[config.mk]
export PLATFORM = sky130hd
export DESIGN_NAME = dfpc_regs
export DESIGN_NICKNAME = d
export VERILOG_FILES = /design/src/dfpc_pkg.sv /design/src/dfpc_regs.sv
export SDC_FILE = /design/constraint.sdc
export NUM_CORES = 1
export LEC_CHECK = 0
export ABC_AREA = 1
export BUFFER_PORTS_ARGS = -buffer_cell sky130_fd_sc_hd__clkbuf_2
export CAP_MARGIN = 20
export CELL_PAD_IN_SITES_DETAIL_PLACEMENT = 0
export CELL_PAD_IN_SITES_GLOBAL_PLACEMENT = 1
export CORE_ASPECT_RATIO = 1.2
export CORE_MARGIN = 1.5
export CORE_UTILIZATION = 30
export CTS_CLUSTER_SIZE = 20
export DETAILED_ROUTE_END_ITERATION = 6
export PLACE_DENSITY_LB_ADDON = 0.1
export SKIP_CTS_REPAIR_TIMING = 1
export SLEW_MARGIN = 20
export SYNTH_ARGS = -nofsm -noshare
export SYNTH_HDL_FRONTEND = slang
export SYNTH_SLANG_ARGS = --single-unit
[constraint.sdc]
create_clock -name clk -period 2.7 [get_ports clk]
set_clock_uncertainty 0.1 [all_clocks]
set_input_delay 0.54 -clock clk [delete_from_list [all_inputs] [get_ports clk]]
set_output_delay 0.54 -clock clk [all_outputs]
set_load 0.005 [all_outputs]
[src/dfpc_pkg.sv]
// Package for the digital frequency pull control register bank
package dfpc_pkg;
	localparam logic [1:0]  ADDR_OFS_LOW     = 2'h0;
	localparam logic [1:0]  ADDR_OFS_HIGH    = 2'h1;
	localparam logic [1:0]  ADDR_PULL_SPAN   = 2'h2;
	localparam int          OFS_WIDTH        = 26;
	localparam int          LOW_WIDTH        = 16;
	localparam int          HIGH_WIDTH       = 10;
	localparam int          HIGH_LSB         = 0;
	localparam int          OE_BIT           = 10;
	localparam int          SPAN_WIDTH       = 4;
	localparam logic [25:0] OFS_RESET        = 26'h0000000;
	localparam logic        OE_RESET         = 1'b0;
	localparam logic [3:0]  SPAN_RESET       = 4'h0;
	// Fastest update rate the controller may use, and its cycle spacing
	localparam int          CLK_HZ           = 25000000;
	localparam int          UPDATE_MAX_HZ    = 38000;
	localparam int          UPDATE_GAP_CYC   = (CLK_HZ + UPDATE_MAX_HZ - 1) / UPDATE_MAX_HZ;

	typedef struct packed {
		logic        wr;
		logic        rd;
		logic [1:0]  addr;
		logic [15:0] wdata;
	} dfpc_req_s;

	typedef struct packed {
		logic        rvalid;
		logic [15:0] rdata;
	} dfpc_rsp_s;

	typedef struct packed {
		logic [25:0] offset;
		logic [3:0]  span;
		logic        oe;
		logic        update;
	} dfpc_ctrl_s;
endpackage

[src/dfpc_regs.sv]
// Register bank for digital frequency pulling with output gating
//
// Contract
// - Power-up: nominal frequency, factory pull span, before any write.
// - Pull span and offset are writable after power-up.
// - Offset is 26-bit two's complement, scaled by current span.
// - Offset resets to zero, meaning nominal frequency.
// - Low 16 bits at 0x00[15:0], upper 10 at 0x01[9:0].
// - Frequency change starts only on upper register write.
// - Span select is 4-bit field 0x02[3:0], sixteen codes.
// - Output change stays inside selected pull span.
// - Step size follows span; analog side realises resolution.
// - Enable bit 0x01[10] drives output only under software control.
// - Under pin control, enable bit writes do not affect output.
// - Span, offset and enable are set by serial register writes.
// - Unused upper bits of 0x01 and 0x02 read zero, ignore writes.
// - Software enable defaults to 0, output disabled.
`timescale 1ns/1ps
`default_nettype none
module dfpc_regs
	import dfpc_pkg::*;
(
	// Clock and reset
	input  wire logic       clk,
	input  wire logic       rst,
	// Register access from the serial front end
	input  wire dfpc_req_s  req,
	output var  dfpc_rsp_s  rsp,
	// Configuration straps and pin enable
	input  wire logic [3:0] factory_span,
	input  wire logic       sw_oe_mode,
	input  wire logic       oe_pin,
	// Control to the fractional divider and output driver
	output var  dfpc_ctrl_s ctrl,
	output logic            out_enable,
	output logic            update_too_fast
);

	// Offset path
	logic [15:0] low_shadow_r, low_shadow_nxt;
	logic [25:0] offset_r, offset_nxt;
	logic [9:0]  high_r, high_nxt;
	logic        oe_bit_r, oe_bit_nxt;
	logic        update_r, update_nxt;
	// Span path
	logic [3:0]  span_r, span_nxt;
	logic        strap_done_r, strap_done_nxt;
	// Output gating
	logic        out_en_r, out_en_nxt;
	// Read response
	dfpc_rsp_s   rsp_r, rsp_nxt;
	// Update spacing monitor
	logic [9:0]  gap_cnt_r, gap_cnt_nxt;
	logic        fast_r, fast_nxt;
	// Decoded write strobes
	logic        wr_ok;
	logic        wr_low;
	logic        wr_high;
	logic        wr_span;

	function automatic logic hit(input dfpc_req_s r, input logic [1:0] a);
		hit = r.addr == a;
	endfunction

	// Write decode; nothing lands before the span strap is caught
	always_comb
	begin
		wr_ok   = req.wr && strap_done_r;
		wr_low  = 1'b0;
		wr_high = 1'b0;
		wr_span = 1'b0;
		if (wr_ok)
		begin
			if (hit(req, ADDR_OFS_LOW))
			begin
				wr_low = 1'b1;
			end
			else if (hit(req, ADDR_OFS_HIGH))
			begin
				wr_high = 1'b1;
			end
			else if (hit(req, ADDR_PULL_SPAN))
			begin
				wr_span = 1'b1;
			end
		end
	end

	always_comb
	begin
		low_shadow_nxt = low_shadow_r;
		high_nxt       = high_r;
		oe_bit_nxt     = oe_bit_r;
		offset_nxt     = offset_r;
		update_nxt     = 1'b0;
		if (wr_low)
		begin
			low_shadow_nxt = req.wdata;
		end
		if (wr_high)
		begin
			high_nxt   = req.wdata[HIGH_LSB +: HIGH_WIDTH];
			oe_bit_nxt = req.wdata[OE_BIT];
			// Whole word moves in one step so the divider never sees a half
			offset_nxt = {req.wdata[HIGH_LSB +: HIGH_WIDTH], low_shadow_r};
			update_nxt = 1'b1;
		end
	end

	always_ff @(posedge clk or posedge rst)
	begin
		if (rst)
		begin
			low_shadow_r <= OFS_RESET[15:0];
			high_r       <= OFS_RESET[25:16];
			oe_bit_r     <= OE_RESET;
			offset_r     <= OFS_RESET;
			update_r     <= 1'b0;
		end
		else
		begin
			low_shadow_r <= low_shadow_nxt;
			high_r       <= high_nxt;
			oe_bit_r     <= oe_bit_nxt;
			offset_r     <= offset_nxt;
			update_r     <= update_nxt;
		end
	end

	always_comb
	begin
		span_nxt       = span_r;
		strap_done_nxt = 1'b1;
		// Strap caught once after release, never under reset
		if (!strap_done_r)
		begin
			span_nxt = factory_span;
		end
		else if (wr_span)
		begin
			span_nxt = req.wdata[SPAN_WIDTH-1:0];
		end
	end

	always_ff @(posedge clk or posedge rst)
	begin
		if (rst)
		begin
			span_r       <= SPAN_RESET;
			strap_done_r <= 1'b0;
		end
		else
		begin
			span_r       <= span_nxt;
			strap_done_r <= strap_done_nxt;
		end
	end

	always_comb
	begin
		// Pin control ignores the software bit entirely
		out_en_nxt = sw_oe_mode ? oe_bit_nxt : oe_pin;
	end

	always_ff @(posedge clk or posedge rst)
	begin
		if (rst)
		begin
			out_en_r <= 1'b0;
		end
		else
		begin
			out_en_r <= out_en_nxt;
		end
	end

	always_comb
	begin
		rsp_nxt        = '0;
		rsp_nxt.rvalid = req.rd;
		// Data bus stays at zero outside a read so stale words never show
		if (req.rd)
		begin
			if (hit(req, ADDR_OFS_LOW))
			begin
				rsp_nxt.rdata = low_shadow_r;
			end
			else if (hit(req, ADDR_OFS_HIGH))
			begin
				rsp_nxt.rdata = {5'h00, oe_bit_r, high_r};
			end
			else if (hit(req, ADDR_PULL_SPAN))
			begin
				rsp_nxt.rdata = {12'h000, span_r};
			end
		end
	end

	always_ff @(posedge clk or posedge rst)
	begin
		if (rst)
		begin
			rsp_r <= '0;
		end
		else
		begin
			rsp_r <= rsp_nxt;
		end
	end

	always_comb
	begin
		fast_nxt    = 1'b0;
		gap_cnt_nxt = gap_cnt_r;
		if (gap_cnt_r != 10'h000)
		begin
			gap_cnt_nxt = gap_cnt_r - 10'h001;
		end
		if (wr_high)
		begin
			// Flag only: the word is still applied, pacing is the controller's job
			fast_nxt    = (gap_cnt_r != 10'h000);
			gap_cnt_nxt = 10'(UPDATE_GAP_CYC - 1);
		end
	end

	always_ff @(posedge clk or posedge rst)
	begin
		if (rst)
		begin
			gap_cnt_r <= 10'h000;
			fast_r    <= 1'b0;
		end
		else
		begin
			gap_cnt_r <= gap_cnt_nxt;
			fast_r    <= fast_nxt;
		end
	end

	// Signed word is a fraction of the span, so any value stays inside it
	assign ctrl.offset     = offset_r;
	assign ctrl.span       = span_r;
	assign ctrl.oe         = oe_bit_r;
	assign ctrl.update     = update_r;
	assign out_enable      = out_en_r;
	assign rsp             = rsp_r;
	// Flags controller updates closer than the allowed spacing
	assign update_too_fast = fast_r;
endmodule
`default_nettype wire

==> results of run 1 <==
==> metal layers <==
layer,vias to the layer above,GRT usage (%)
met5,-,0
met4,0,7.429
met3,12,3.591
met2,41,24.81
met1,1194,16.69
li1,1274,-
==> cell usage in the layout, fill, tap and decap left out, types with 2 or more instances in the layout <==
master	netlist	final
a21oi_1	9	9
buf_4	3	2
clkbuf_16	0	9
clkbuf_2	0	78
clkinv_2	0	4
dfrtp_1	78	78
inv_1	45	44
inv_2	4	4
mux2i_1	2	2
nand2_1	85	85
nand2_2	2	2
nand3_1	19	19
nand4_1	3	3
nor2_1	29	29
nor2_2	3	3
o211ai_1	4	4
o21ai_0	6	6
o21ai_1	44	44
==> final timing paths <==
check	slack, ns	depth (start not counted)	endpoint	start
setup / recovery	0.98	6	offset_r[4]$_DFFE_PP0N_	strap_done_r$_DFF_PP0_
hold / removal	0.13	3	gap_cnt_r[0]$_DFFE_PP0P_	rst
setup reg to reg	0.98	6	offset_r[4]$_DFFE_PP0N_	strap_done_r$_DFF_PP0_
hold reg to reg	0.39	2	offset_r[1]$_DFFE_PP0N_	offset_r[1]$_DFFE_PP0N_
max in group asynchronous	1.98	3	offset_r[16]$_DFFE_PP0N_	rst
min in group clk	0.29	2	out_enable$_DFF_PP0_	sw_oe_mode
==> layout make-up <==
| type | count | area, sq um |
|---|---|---|
| inverter | 49 | 185.2 |
| clock buffer | 10 | 239.0 |
| timing repair buffer | 81 | 425.4 |
| multi-input combinational | 214 | 992.2 |
| fill | 1134 | 6449 |
| sequential | 78 | 1952 |
| tap | 129 | 161.4 |
| clock inverter | 6 | 61.31 |
==> power breakdown <==
part / leakage (nW) / switching [mW] / internal [mW]
registers: 0.977 / 0.156 / 1.39
clock network: 0.148 / 0.465 / 0.737
logic: 1.05 / 0.393 / 0.278
==> synth_stat cells <==
| cell | instances | area share, % |
|---|---|---|
| nand4_1 | 3 | 0.58 |
| a21oi_1 | 9 | 1.4 |
| dfrtp_1 | 78 | 61 |
| o21ai_1 | 44 | 6.8 |
| buf_6 | 1 | 0.35 |
| o211ai_1 | 4 | 0.93 |
| buf_2 | 10 | 1.6 |
| nand3_2 | 1 | 0.31 |
| nor2_4 | 1 | 0.35 |
| ha_1 | 1 | 0.39 |
| nor2_2 | 3 | 0.58 |
| nand3_1 | 19 | 3.0 |
| nand3b_1 | 1 | 0.23 |
| nand2_2 | 2 | 0.39 |
| o21ai_0 | 6 | 0.93 |
| nand2_4 | 1 | 0.35 |
| o21ai_2 | 1 | 0.27 |
| inv_1 | 45 | 5.3 |
| mux2i_1 | 2 | 0.62 |
| conb_1 | 1 | 0.12 |
| buf_4 | 3 | 0.70 |
| nor2_1 | 29 | 3.4 |
| xor2_1 | 1 | 0.27 |
| nand2_1 | 85 | 9.9 |
| inv_2 | 4 | 0.47 |
| clkbuf_1 | 1 | 0.12 |
==> registers in the layout, summed over array words and instances (netlist names) <==
signal	count
gap_cnt_r	10
low_shadow_r	16
oe_bit_r	1
offset_r	26
out_enable	1
rsp	17
span_r	4
strap_done_r	1
update_r	1
update_too_fast	1
==> tightest hold or removal path, delay by kind of cell <==
kind	cells	cell delay [ns]
buf+inv	3	0.44
==> logic make-up (layout without fill, tap and decap cells) <==
kind of cell | Yosys count | after routing | synth area share [%]
and+or+nand+nor | 145 | 145 | 19.07
DFF | 78 | 78 | 60.70
AOI/OAI and AO/OA | 64 | 64 | 10.39
buffers and inverters | 64 | 146 | 8.443
muxes | 2 | 2 | 0.6226
adders and majority gates | 1 | 1 | 0.3890
other | 1 | 1 | 0.1166
xor gates and xnor gates | 1 | 1 | 0.2724
==> metrics.cfg, run 1 <==
[final_layout]
final_cell_area_sq_um=4016
final_util_pct=38.38
diodes=0
fin_nets=462
stdcell_count=567
final_layout_size_suffix_gt1_share_pct=25.34
syn_to_final_growth_pct=24.90

[worst_setup_path]
crit_slowest_cell=dfrtp_1
critical_path.max_fanout=44
endpoint_kind=flip-flop
worst-path-buf-inv=2
critPathTopFamily=simple AND/OR/NAND/NOR gates
crit_required_ns=2.85
max_stage_delay_ns=0.49
worst-setup-path-type=flip-flop to flip-flop
crit_arrival_ns=1.87
worst_setup_path_start_kind=flip-flop
path_cells=nand2_2 -> inv_2 -> nand2_4 -> buf_4 -> nand2_1 -> o21ai_1

[die]
start_util_pct=30.73
design.die.area_sq_um=11350
core_sq_um=10470
die_x_um=97.51
die_y_um=116.4
row_count=41
num_io_pins=79

[synthesis]
ys_seq_area_share_pct=60.70
postSynthAreaPerCell_sq_um=9.033
synth.cell_area_sq_um=3216
synthDistinctLibCells=26
ys_seq_elements=78
synth.net_count=385
synth_cells=356
synth_warnings=0

[routing]
top_layer=met4
avgRoutedWirePerCell_um=13.32
drt.antenna.violating_nets=0
drcViolationCount=0
vias_per_cell=4.446
drt_iter0_markers=132
wl_met1_um=3261
dr.pass1.iters=4
finalWirelength_um=7552
met2_length_um=3783
vias=2521
wl_met3_um=337

[clock_network]
clockBufferDepth=2
cts_max_level=3
insertion_delay_ns=0.33
numCtsBuffers=9
root_buffer=clkbuf_16
cts_tree=done
cts.sinks=78
clk_pin_slew_worst_paths_ns=0.06

[sta]
final-max-slew-violation-count=0
rsz0062_at_grt=no
layout_setup_ws_ns=0.9792
slew_headroom_pct=56.41
setup_viol=0
fmax_mhz=581.1
fin_crit_sh_pct=63.73
hold_violations=0
hold_slack_ns=0.1320
tightest_slew_ns=0.6522
period_needed_ns=1.721
fin_setup_tns_ns=0

[grt]
grt_pass1_wl_um=12410
grt_max_degree=79
antenna_found_initial=0
grt.overflow.total=0
grt_use_total_pct=14.36
first_global_vias=2507

[placed_design]
dp_hpwl_um=5228
routabilityCongestion=0.7669
placed_area_sq_um=3716
portBuffers=78
post-place-ws_ns=0.7645
placedCellCount=551

[outcome]
outcome=finished clean

[pwr]
power_mw=3.425
p_leak_nw=2.171
ir_worst_vdd_v=0.0003701
power.density_nw_per_um2=852.7

[job]
maxCapViolations=0

[hold_path]
hold_class=primary input to async pin

Power figures use the tool's default switching activity.
==> inputs of run 2 (changes only) <==
==> constraint.sdc (replaced) <==
create_clock -name clk -period 1.7 [get_ports clk]
set_clock_uncertainty 0.1 [all_clocks]
set_input_delay 0.34 -clock clk [delete_from_list [all_inputs] [get_ports clk]]
set_output_delay 0.34 -clock clk [all_outputs]
set_load 0.005 [all_outputs]
==> run 2 against run 1 <==
Against the previous run: hold slack got worse by 0.0082 ns; final cell count increased by 1.2%; cell area increased by 1.7%; global-route usage increased by 0.17 points; clock power increased by 41%; utilization increased by 0.63 points; clock-buffer cell count increased by 2; maximum frequency increased by 11%; critical endpoint is now gap_cnt_r[0]$_DFFE_PP0P_; largest power group unchanged; highest routed layer unchanged.
==> metrics.cfg, run 2 (synthesis gave the netlist of run 1 again) <==
[sta]
layout_setup_ws_ns=0.1503
hold_slack_ns=0.1239
setup_viol=0
fin_setup_tns_ns=0
hold_violations=0
final-max-slew-violation-count=0
fin_crit_sh_pct=91.16
period_needed_ns=1.550
rsz0062_at_grt=no
fmax_mhz=645.3

[routing]
drcViolationCount=0
vias_per_cell=4.382
drt.antenna.violating_nets=0
avgRoutedWirePerCell_um=13.44
drt_iter0_markers=105
finalWirelength_um=7716
vias=2515
dr.pass1.iters=4

[clock_network]
cts_tree=done
clockBufferDepth=2
cts_max_level=3
numCtsBuffers=9
insertion_delay_ns=0.33
clk_pin_slew_worst_paths_ns=0.06
cts.sinks=78
root_buffer=clkbuf_16

[final_layout]
top_register=offset_r
fin_nets=471
diodes=0
largest_register_ffs=26
syn_to_final_growth_pct=26.97
final_layout_size_suffix_gt1_share_pct=25.84
mostFrequentLayoutCells=nand2_1, dfrtp_1, clkbuf_2, inv_1, o21ai_1
multiInputGateArea_sq_um=992.2
stdcell_count=574
seq_area_sq_um=1952
n_fill_cell=1109
final_common_cell=nand2_1

[grt]
grt.overflow.total=0
grt_use_total_pct=14.53
grt_pass1_wl_um=12590
antenna_found_initial=0
grt_max_degree=38
first_global_vias=2537

[pwr]
p_leak_nw=2.205
ir_worst_vdd_v=0.0004973
power.density_nw_per_um2=1287

[die]
start_util_pct=30.73
die_y_um=116.4
num_io_pins=79
row_count=41
die_x_um=97.51
design.die.area_sq_um=11350
core_sq_um=10470

[worst_setup_path]
rrSetupSlack_ns=0.15
crit_arrival_ns=1.67
worst-setup-path-type=flip-flop to flip-flop
worst_setup_path_start_kind=flip-flop
crit_required_ns=1.82
critical_path.max_fanout=5
endpoint_kind=flip-flop

[placed_design]
portBuffers=78
placedCellCount=558
post-place-ws_ns=0.1100
routabilityCongestion=0.8126
dp_hpwl_um=5588

[outcome]
outcome=finished clean

[hold_path]
hold_class=primary input to flip-flop

[job]
maxCapViolations=0

[run 2: changes by cell type in the layout (fill, tap and decap cells not counted), moves of 2 or more]
cell,previous run,this run
clkinv_2,4,2
buf_4,2,7
clkbuf_1,0,2
buf_12,1,4
[run 2: path summary, 6_finish.rpt]
| check | start | endpoint | depth (start not counted) |
|---|---|---|---|
| max | gap_cnt_r[0]$_DFFE_PP0P_ | gap_cnt_r[0]$_DFFE_PP0P_ | 7 |
| max reg2reg | gap_cnt_r[0]$_DFFE_PP0P_ | gap_cnt_r[0]$_DFFE_PP0P_ | 7 |
| min | sw_oe_mode | out_enable$_DFF_PP0_ | 2 |
| max in group asynchronous | rst | low_shadow_r[12]$_DFFE_PP0P_ | 4 |
| min reg2reg | offset_r[1]$_DFFE_PP0N_ | offset_r[1]$_DFFE_PP0N_ | 2 |
| min in group asynchronous | rst | span_r[3]$_DFFE_PP0P_ | 3 |
[run 2: worst max-delay path, stage by stage, from the launching register on]
cell	delay [ns]
dfrtp_1	0.39
inv_1	0.11
ha_1	0.23
nand2_1	0.16
nor2_4	0.17
nand3_2	0.14
nand2_1	0.10
nand2_1	0.05
[run 2: final cells by class]
class / count / share of cell area [%]
clock inverters: 2 / 0.2452
flip-flops and latches: 78 / 47.81
multi-input cells: 214 / 24.30
well taps: 129 / 3.953
inverters: 49 / 4.597
clock buffers: 12 / 6.037
repair buffers: 90 / 13.06
[run 2: metrics by stage]
stage	utilization [%]	total power [mW]	cell area [sq um]
3_5_place_dp	36.39	3.614	3809
4_1_cts	38.85	5.343	4065
5_1_grt	39.01	5.638	4083
2_1_floorplan	-	3.156	3219
3_3_place_gp	36.39	3.604	3809
6_report	39.01	5.253	4083
[run 2: metal layers]
layer | vias to the layer above | GRT usage, % | part of all wire, %
met5 | - | 0 | 0
met1 | 1172 | 17.85 | 45
met2 | 47 | 23.89 | 49
met3 | 10 | 4.428 | 5.1
met4 | 0 | 6.286 | 1.5
li1 | 1286 | - | -
[run 2: power by group]
part	internal [mW]	leakage, nW	switching, mW	total, mW
sequential	2.22	0.977	0.244	2.46
clock	1.01	0.128	0.688	1.69
combinational	0.459	1.10	0.639	1.10
total	3.68	2.21	1.57	5.25
==> inputs of run 3 (changes only) <==
--- a/config.mk
+++ b/config.mk
@@ -10,12 +10,11 @@
 export CAP_MARGIN = 20
 export CELL_PAD_IN_SITES_DETAIL_PLACEMENT = 0
 export CELL_PAD_IN_SITES_GLOBAL_PLACEMENT = 1
-export CORE_ASPECT_RATIO = 1.2
 export CORE_MARGIN = 1.5
 export CORE_UTILIZATION = 30
 export CTS_CLUSTER_SIZE = 20
 export DETAILED_ROUTE_END_ITERATION = 6
-export PLACE_DENSITY_LB_ADDON = 0.1
+export PLACE_DENSITY = 0.6
 export SKIP_CTS_REPAIR_TIMING = 1
 export SLEW_MARGIN = 20
 export SYNTH_ARGS = -nofsm -noshare
==> run 3 against run 2 <==
Against the previous run: the run now ends with negative hold slack left; via count fell by 1.2%; worst setup slack improved by 0.026 ns; total power fell by 8.6%; critical path type unchanged.
==> metrics.cfg, run 3 (synthesis gave the netlist of run 1 again) <==
[die]
die_y_um=106.5
die_x_um=106.5
num_io_pins=79
design.die.area_sq_um=11350
core_sq_um=10370
start_util_pct=31.01
row_count=37

[worst_setup_path]
worst_setup_path_start_kind=flip-flop
setup.worst_path.end=gap_cnt_r[8]$_DFFE_PP0P_
rr_startpoint=gap_cnt_r[0]$_DFFE_PP0P_
endpoint_kind=flip-flop
worst_r2r_path_depth=8
crit_required_ns=1.85
worst-setup-path-type=flip-flop to flip-flop
reg2reg_to=gap_cnt_r[8]$_DFFE_PP0P_
rrSetupSlack_ns=0.18
crit_start=gap_cnt_r[0]$_DFFE_PP0P_
critical_path.max_fanout=5
crit_arrival_ns=1.67

[sta]
hold_violations=21
fin_crit_sh_pct=89.65
setup_viol=0
rsz0062_at_grt=no
fin_setup_tns_ns=0
layout_setup_ws_ns=0.1760
final-max-slew-violation-count=0
fmax_mhz=656.2
period_needed_ns=1.524
hold_slack_ns=-0.02532

[final_layout]
syn_to_final_growth_pct=23.89
largest_register_ffs=26
final_common_cell=nand2_1
mostFrequentLayoutCells=nand2_1, dfrtp_1, clkbuf_2, inv_1, o21ai_1
fin_nets=470
final_util_pct=38.42
final_layout_size_suffix_gt1_share_pct=26.52
seq_area_sq_um=1952
diodes=0
top_register=offset_r
n_fill_cell=1119
multiInputGateArea_sq_um=1002

[pwr]
power.density_nw_per_um2=1205
ir_worst_vdd_v=0.0005026
p_leak_nw=2.143

[clock_network]
clockBufferDepth=2
cts_tree=done
numCtsBuffers=9
cts.sinks=78
clk_pin_slew_worst_paths_ns=0.08
insertion_delay_ns=0.35
cts_max_level=3
root_buffer=clkbuf_8

[routing]
vias_per_cell=4.277
drt_iter0_markers=60
vias=2485
finalWirelength_um=7470
drcViolationCount=0
drt.antenna.violating_nets=0
avgRoutedWirePerCell_um=12.86
dr.pass1.iters=4

[placed_design]
portBuffers=78
post-place-ws_ns=0.1029
dp_hpwl_um=5136
routabilityCongestion=0.7556

[grt]
grt_max_degree=79
grt_use_total_pct=14.42
grt.overflow.total=0
antenna_found_initial=0
first_global_vias=2556
grt_pass1_wl_um=12650

[outcome]
outcome=finished with violations
violations=negative hold slack

[hold_path]
hold_class=primary input to async pin

[job]
maxCapViolations=0

[run 3: changes by cell type in the layout (fill, tap and decap cells not counted), moves of 2 or more]
cell / delta
buf_12: -2
buf_4: +2
clkinv_2: -2
clkbuf_16: -9
clkbuf_8: +9
clkinvlp_4: +2
[run 3: layer usage]
| metal | GRT usage, % | wire (um) |
|---|---|---|
| met1 | 18.69 | 3489 |
| met2 | 22.17 | 3403 |
| met3 | 5.579 | 472 |
| met4 | 4.571 | 105 |
| met5 | 0 | 0 |
[run 3: worst min-delay path by stage]
stage	to	slack, ns	cells past startpoint
final	update_r$_DFF_PP0_	-0.03	3
after global routing	rsp[0]$_DFF_PP0_	0.009	3
after CTS	update_r$_DFF_PP0_	-0.01	3
after detailed placement	update_r$_DFF_PP0_	0.38	3
after global placement	low_shadow_r[9]$_DFFE_PP0P_	0.37	2
after floorplan	rsp[16]$_DFF_PP0_	0.27	0
[run 3: final cells by class]
| cell class | count | area share (%) |
|---|---|---|
| sequential | 78 | 48.99 |
| clock inverter | 4 | 0.8166 |
| multi-input combinational | 214 | 25.16 |
| clock buffer | 11 | 3.549 |
| tap | 136 | 4.271 |
| inverter | 49 | 4.711 |
| timing repair buffer | 89 | 12.50 |
[run 3: per-stage QoR]
step                      std cells  cell area, sq um  power, mW
after detailed placement        564              3785      3.591
after floorplan                 356              3219      3.156
after global placement          564              3785      3.587
after global routing            581              3984      5.193
final                           581              3984      4.801
after CTS                       579              3959      4.888
[run 3: critical path, cell delays in order, from the launching register on]
cell and delay [ns]:
dfrtp_1 0.39, inv_1 0.12, ha_2 0.23, nand2_1 0.13, nor2_4 0.18, buf_4 0.14
nand2_1 0.04, nand2_1 0.06, nor2_1 0.03
[run 3: power by group]
| part | total, mW | switching, mW | internal [mW] |
|---|---|---|---|
| Clock | 1.26 | 0.691 | 0.570 |
| Sequential | 2.45 | 0.239 | 2.21 |
| Combinational | 1.09 | 0.635 | 0.456 |
| Total | 4.80 | 1.56 | 3.24 |
